<file path="src/pkg/irq_params.svh">
// Purpose: Constants for the cascaded interrupt control unit.
// Assumes: Included by its bare name from the design files.
// Notes:   Behaviour
// Behaviour
// Master and slave controllers joined in cascade.
// Eight external and eight internal request sources; pin 2 is unused, so seven external pins reach the master.
// Pending register bit set on each request.
// Level or rising-edge sensing per controller.
// Resolver picks highest priority per mode.
// Resolver drives single interrupt line to core.
// Reset order: input zero highest, seven lowest.
// Software may rotate the priority order.
// Low four external pins may be cascade inputs; master input 2 carries the slave, so only pins 0, 1 and 3 can.
// External logic decodes acknowledge from bus status.
// Acknowledge clears pending, sets in-service; EOI clears.
`ifndef IRQ_PARAMS_SVH
`define IRQ_PARAMS_SVH
`define IRQ_SLAVE_INPUT      3'h2
`define IRQ_CASCADE_PINS     4
`define IRQ_MASTER_BASE_RST  5'h08
`define IRQ_SLAVE_BASE_RST   5'h09
`define IRQ_LOWEST_RST       3'h7
`endif

</file>
<file path="src/pkg/irq_pkg.sv">
// Purpose: Types shared by the interrupt control unit.
// Assumes: Nothing.
// Notes:   Holds types only.
package irq_pkg;
   typedef enum logic [1:0] {
      cmd_none      = 2'h0,
      cmd_eoi       = 2'h1,
      cmd_rotate    = 2'h2
   } ctl_cmd_t;
endpackage : irq_pkg

</file>
<file path="src/pkg/pic_if.sv">
// Purpose: Links one controller module to the unit around it.
// Assumes: One clock domain.
// Notes:   The unit drives the ctl side.
interface pic_if;
   logic [7:0] req;
   logic       edge_mode;
   logic [2:0] lowest;
   logic       ack;
   logic       eoi;
   logic       irq;
   logic [2:0] win;
   logic [7:0] pending;
   logic [7:0] in_service;
   modport pic (input req, edge_mode, lowest, ack, eoi,
                output irq, win, pending, in_service);
   modport ctl (output req, edge_mode, lowest, ack, eoi,
                input irq, win, pending, in_service);
endinterface : pic_if

</file>
<file path="src/logic/irq_control_unit.sv">
// Purpose: Cascaded master and slave interrupt controller pair.
// Assumes: Core acknowledge and commands arrive on clk.
// Notes:   Vector is the base times eight plus the input.
`include "irq_params.svh"
module irq_control_unit (
   // Clock and reset.
   input  wire logic       clk,
   input  wire logic       resetn,
   // Request sources.
   input  wire logic [7:0] external_request_pins,
   input  wire logic [7:0] internal_requests,
   // Configuration.
   input  wire logic       master_edge_mode,
   input  wire logic       slave_edge_mode,
   input  wire logic [3:0] cascade_enable,
   input  wire logic [4:0] master_vector_base,
   input  wire logic [4:0] slave_vector_base,
   // Core side.
   input  wire logic       irq_acknowledge_n,
   input  irq_pkg::ctl_cmd_t command,
   output logic            core_irq,
   output logic [7:0]      vector,
   output logic            vector_valid,
   output logic [2:0]      cascade_select,
   output logic            cascade_ack
);
   pic_if m ();
   pic_if s ();
   logic [7:0] ext_s1;
   logic [7:0] ext_s2;
   logic       ack_s1;
   logic       ack_s2;
   logic       ack_prev;
   logic       ack_pulse;
   logic [2:0] m_lowest;
   logic [2:0] s_lowest;
   logic       from_slave;
   logic       from_cascade;

   // Pins pass two flip-flops before use.
   always_ff @(posedge clk) begin
      if (!resetn) begin
         ext_s1 <= 8'h00;
         ext_s2 <= 8'h00;
         ack_s1 <= 1'b1;
         ack_s2 <= 1'b1;
         ack_prev <= 1'b1;
      end else begin
         ext_s1 <= external_request_pins;
         ext_s2 <= ext_s1;
         ack_s1 <= irq_acknowledge_n;
         ack_s2 <= ack_s1;
         ack_prev <= ack_s2;
      end
   end

   // External acknowledge decode is the partner's job.
   assign ack_pulse = ack_prev && !ack_s2;

   // Slave takes the internal sources, master the pins but pin 2, whose master input carries the slave.
   assign s.req = internal_requests;
   assign m.req = {ext_s2[7:3], s.irq, ext_s2[1:0]};
   assign m.edge_mode = master_edge_mode;
   assign s.edge_mode = slave_edge_mode;
   assign m.lowest = m_lowest;
   assign s.lowest = s_lowest;
   assign from_slave = (m.win == `IRQ_SLAVE_INPUT);
   assign from_cascade = (m.win < 3'(`IRQ_CASCADE_PINS)) &&
                         cascade_enable[m.win[1:0]] && !from_slave;
   assign m.ack = ack_pulse;
   assign s.ack = ack_pulse && from_slave && m.irq;
   assign m.eoi = (command == irq_pkg::cmd_eoi);
   assign s.eoi = m.eoi && (m.in_service[`IRQ_SLAVE_INPUT]);
   assign core_irq = m.irq;

   pic_core u_master (.clk(clk), .resetn(resetn), .p(m.pic));
   pic_core u_slave  (.clk(clk), .resetn(resetn), .p(s.pic));

   always_ff @(posedge clk) begin
      if (!resetn) begin
         m_lowest       <= `IRQ_LOWEST_RST;
         s_lowest       <= `IRQ_LOWEST_RST;
         vector         <= 8'h00;
         vector_valid   <= 1'b0;
         cascade_select <= 3'h0;
         cascade_ack    <= 1'b0;
      end else begin
         vector_valid <= ack_pulse && m.irq;
         cascade_ack  <= ack_pulse && m.irq && from_cascade;
         if (ack_pulse && m.irq) begin
            cascade_select <= m.win;
            vector <= from_slave ? {slave_vector_base, s.win}
                                 : {master_vector_base, m.win};
         end
         // Rotation makes the current winner lowest.
         if (command == irq_pkg::cmd_rotate) begin
            m_lowest <= m.win;
            s_lowest <= s.win;
         end
      end
   end
endmodule : irq_control_unit

</file>
<file path="src/logic/pic_core.sv">
// Purpose: One eight-input priority interrupt controller.
// Assumes: Requests are synchronous to clk.
// Notes:   Priority rotates from the input after lowest.
`include "irq_params.svh"
module pic_core (
   // Clock and reset.
   input wire logic clk,
   input wire logic resetn,
   // Link to the unit.
   pic_if.pic       p
);
   logic [7:0] prev;
   logic [7:0] pending;
   logic [7:0] in_service;
   logic [7:0] rise;
   logic [7:0] set_mask;
   logic [7:0] rot;
   logic [7:0] rot_svc;
   logic [2:0] first;
   logic [2:0] first_svc;
   logic [2:0] done_idx;
   logic       any;

   // Rotate a vector so the highest priority input sits in bit 0.
   function automatic logic [7:0] spin(input logic [7:0] v,
                                       input logic [2:0] lo);
      logic [15:0] d;
      d = {v, v} >> (3'(lo + 3'h1));
      return d[7:0];
   endfunction : spin

   // Index of the lowest set bit.
   function automatic logic [2:0] lsb(input logic [7:0] v);
      logic [2:0] r;
      r = 3'h7;
      for (int i = 7; i >= 0; i--) begin
         if (v[i]) begin
            r = 3'(i);
         end
      end
      return r;
   endfunction : lsb

   assign rise     = p.req & ~prev;
   assign set_mask = p.edge_mode ? rise : p.req;
   assign rot      = spin(pending, p.lowest);
   assign rot_svc  = spin(in_service, p.lowest);
   assign first    = lsb(rot);
   assign first_svc = lsb(rot_svc);
   // A request wins only above any input already in service.
   assign any = (rot != 8'h00) &&
                ((rot_svc == 8'h00) || (first < first_svc));
   assign p.win = 3'(first + p.lowest + 3'h1);
   // Undo the rotation modulo eight so lowest 7 maps back unchanged.
   assign done_idx = 3'(first_svc + p.lowest + 3'h1);
   assign p.irq = any;
   assign p.pending    = pending;
   assign p.in_service = in_service;

   always_ff @(posedge clk) begin
      if (!resetn) begin
         prev       <= 8'h00;
         pending    <= 8'h00;
         in_service <= 8'h00;
      end else begin
         prev <= p.req;
         // A new request beats the acknowledge clear.
         pending <= (pending & ~((p.ack && any) ? 8'(1) << p.win
                                                : 8'h00))
                    | set_mask;
         if (p.ack && any) begin
            in_service <= in_service | (8'(1) << p.win);
         end else if (p.eoi) begin
            in_service <= in_service & ~(8'(1) << done_idx);
         end
      end
   end
endmodule : pic_core

</file>
<file path="config.mk">
export PLATFORM = sky130hd
export DESIGN_NAME = irq_control_unit
export DESIGN_NICKNAME = d
export VERILOG_FILES = /design/src/pkg/irq_pkg.sv /design/src/pkg/pic_if.sv /design/src/logic/irq_control_unit.sv /design/src/logic/pic_core.sv
export VERILOG_INCLUDE_DIRS = /design/src /design/src/pkg
export SDC_FILE = /design/constraint.sdc
export NUM_CORES = 1
export LEC_CHECK = 0
export ABC_AREA = 0
export BUFFER_PORTS_ARGS = -buffer_cell sky130_fd_sc_hd__buf_2
export CAP_MARGIN = 20
export CORE_ASPECT_RATIO = 0.75
export CORE_MARGIN = 8
export CORE_UTILIZATION = 64
export DETAILED_ROUTE_END_ITERATION = 10
export PLACE_DENSITY = 0.94
export SYNTH_ARGS = -nofsm -noshare
export SYNTH_HDL_FRONTEND = slang
export SYNTH_SLANG_ARGS = --single-unit
export TNS_END_PERCENT = 1
</file>
<file path="constraint.sdc">
create_clock -name clk -period 6.1 [get_ports clk]
set_input_delay 1.22 -clock clk [delete_from_list [all_inputs] [get_ports clk]]
set_output_delay 1.22 -clock clk [all_outputs]
set_load 0.01 [all_outputs]
</file>
==> metrics.txt <==
status=completed; Worst EP required=4.88 ns; Max-cap violations=0; post-layout minimum cycle time=5.31 ns; max incr delay on CP=0.61 ns; Root Driver=clkbuf_8; Sw Ratio=43.4%; Critical path buffers and inverters=5; Clock transition at path regs=0.10 ns; relative slew slack=40.7%; Clock power frac=21.2%; number of synthesized flops with an enable pin=0; die width=120 µm; Synth async-reset ratio=0%; CTS buffer count=9; placed inst area=5370 µm²; global placer's final weighted congestion=0.967; Cells after Synth=533; M1 wire length=5.52 mm; Logic pwr share=45.6%; Flop pwr share=33.3%; reg2reg setup slack=1.13 ns; Post-Route Setup TNS=0 ns; Max H-tree Level=3; ant diodes=0; min-delay src=ext_s1[6]; routed len/inst=20.4 µm; Critical Path End Type=output port; DR iter-0 viols=457; initial antenna violation count=0; internal power=0.00105 W; Worst IR Drop VDD=0.244 mV; Finished Cell Area=5560 µm²; Synthesized Nets=584; Resize count post-CTS=0; Crit path arrival time=4.09 ns; critical-path cell list=buf_4, ha_1, buf_4, mux2i_1, mux2i_1, nor2_1, inv_1, nor2_1, nor2_1, o22a_1, inv_1, ha_1, a21oi_1, a32o_1, a31o_1, and2_1, buf_2; post-DR vias/cell=6.83; Seq/Total Area, Yosys=32.5%; worst-case clock buffer depth=2; first-pass GRT wire length=22.3 mm; Final Cycle Share=87.0%; Starting Density=65.6%; worst slew pin tran=0.887 ns; post-route setup slack=0.791 ns; power density cells=332 nW/µm²; met2 wire length=6.31 mm; startpoint types=flop; R2R Path End=u_slave.p.pending[5]; met3 WL post-DR=1.36 mm; largest net degree at the start of global routing=67; Setup Skew=0.00653 ns; commonest non-fill, non-tap cells in the layout=84 x dfxtp_1, 48 x buf_2, 37 x nor2_1, 37 x and2_1, 30 x nand2_1; Crit path top cell by count=nor2_1; hold-critical path depth=1; CTS hold repair buffers=0; Post-Syn Area=5170 µm²; Crit path depth=17; Global Route Usage Sum=24.6%; # IOs=51; Cell variety after synth=80; most common cell after layout, fill and taps aside=dfxtp_1; Overflow after GRT=0; delay-heaviest family, CP=buffers and inverters; Final Net Count=613; setup bufs post-CTS=0; DRT Wirelength=13.7 mm; pre-CTS WS=1.21 ns; final setup fails=0; TritonCTS clock tree=built; crit path kind=flop to output port; total number of vias=4590; Synth Warn #=0; Die Ht=93.9 µm; total die area=11200 µm²; worst min-delay path class=flop to flop; DRC=0; Main synth FF type=dfxtp_1; Skew-Pair Late Insertion Delay=0.37 ns; layout cells sized above 1=22.2%; Net Switching=0.000802 W; CP max FO=24; Row Count=28; unrepaired setup endpoints after global routing=no; RR Startpoint=m.lowest[0]; PortBufs=48; Slew Limit Fails=0; hold endpoint=ext_s2[6]; Avg Cell Area, Syn=9.70 µm²; clock sinks=84; FF+latch count, synth=84; Top Layer Used=met4; area grow syn2layout=7.47%; reg2reg path depth=16; Routed Antenna Nets=0; DP HPWL=9.65 mm; Hold Fails Final Rpt=0; Core Region=7880 µm²; Initial DRT Pass Iterations=5; fmax=188 MHz; Max stage delay cell, worst path=ha_1; leakage=2.19 nW; vias in the first global route=4529
-- final cells by class --
type / instances / area [µm²]
clock buffer: 9 / 124
clock inverter: 7 / 63.8
fill: 522 / 2320
inverter: 20 / 75.1
multi-input combinational: 392 / 3190
sequential: 84 / 1680
tap: 105 / 131
timing repair buffer: 55 / 293
-- metrics by stage --
stage,utilization (%),hold WS (ns),power [W],instances
detailed placement,68.1,0.419,0.00142,656
CTS,70.5,0.441,0.00182,672
floorplan,-,0.386,0.00125,533
global route,70.5,0.450,0.00193,672
global placement,68.1,0.395,0.00138,656
finish,70.5,0.439,0.00185,672
-- per-layer routing --
metal	track usage, %	up-vias
li1	-	2051
met2	39.8	321
met1	30.3	2162
met3	6.43	56
met5	0	-
met4	11.5	0
-- power by group through the flow --
stage	registers (W)	clock network [W]	logic (W)
2_1_floorplan	0.000616	0	0.000630
3_3_place_gp	0.000622	0	0.000763
3_5_place_dp	0.000625	0	0.000799
4_1_cts	0.000612	0.000392	0.000818
5_1_grt	0.000618	0.000416	0.000900
6_report	0.000614	0.000391	0.000843
-- registers in the layout, indices dropped and copies added, names as in the netlist --
signal	count
u_master.p.in_service	8
u_master.p.pending	8
u_master.prev	8
u_slave.p.in_service	8
u_slave.p.pending	8
u_slave.prev	8
vector	8
ext_s1	7
ext_s2	7
cascade_select	3
m.lowest	3
s.lowest	3
ack_prev	1
ack_s1	1
ack_s2	1
cascade_ack	1
vector_valid	1
-- worst max-delay path by stage --
| stage | from | end | slack, ns |
|---|---|---|---|
| final | m.lowest[0] | core_irq | 0.79 |
| after global routing | m.lowest[0] | core_irq | 0.52 |
| after CTS | m.lowest[0] | core_irq | 0.80 |
| after detailed placement | m.lowest[0] | core_irq | 1.21 |
| after global placement | m.lowest[0] | core_irq | 1.39 |
| after floorplan | m.lowest[1] | core_irq | 2.18 |
-- logic make-up after synthesis --
family          Yosys count  synth area share [%]
fa+ha+maj                14                  3.97
mux                      40                  13.6
compound gates          146                  22.4
buf+inv                  57                  5.81
xor+xnor                 12                  2.32
flops                    84                  32.5
simple gates            180                  19.4
-- worst reg2reg max path, cell delays in order, from the launching register on --
cell and delay (ns):
dfxtp_1 0.31, buf_4 0.20, ha_1 0.61, buf_4 0.38, mux2i_1 0.30, mux2i_1 0.14, nor2_1 0.25, inv_1 0.11
nor2_1 0.13, nor2_1 0.06, o22a_1 0.23, fa_1 0.47, buf_4 0.21, nand2b_1 0.21, nor3_4 0.60, and2_1 0.44
a311oi_1 0.17
-- synthesized netlist by cell type (6+ instances only) --
library cell | n | area (µm²)
dfxtp_1 | 84 | 1680
nand2_1 | 30 | 113
o21ai_0 | 23 | 115
buf_6 | 8 | 90.1
mux4_2 | 23 | 518
clkbuf_1 | 14 | 52.6
and2_1 | 37 | 231
a21oi_1 | 18 | 90.1
o211ai_1 | 7 | 52.6
nor3_1 | 12 | 60.1
ha_1 | 10 | 125
a41oi_1 | 8 | 70.1
a211oi_1 | 12 | 90.1
mux2i_1 | 13 | 130
nor2b_1 | 16 | 100
and3_1 | 6 | 37.5
inv_1 | 19 | 71.3
nand2b_1 | 14 | 87.6
a21boi_0 | 8 | 60.1
xnor2_1 | 7 | 61.3
a311oi_1 | 10 | 87.6
nor2_1 | 37 | 139
buf_2 | 9 | 45.0
Power figures use the tool's default switching activity.
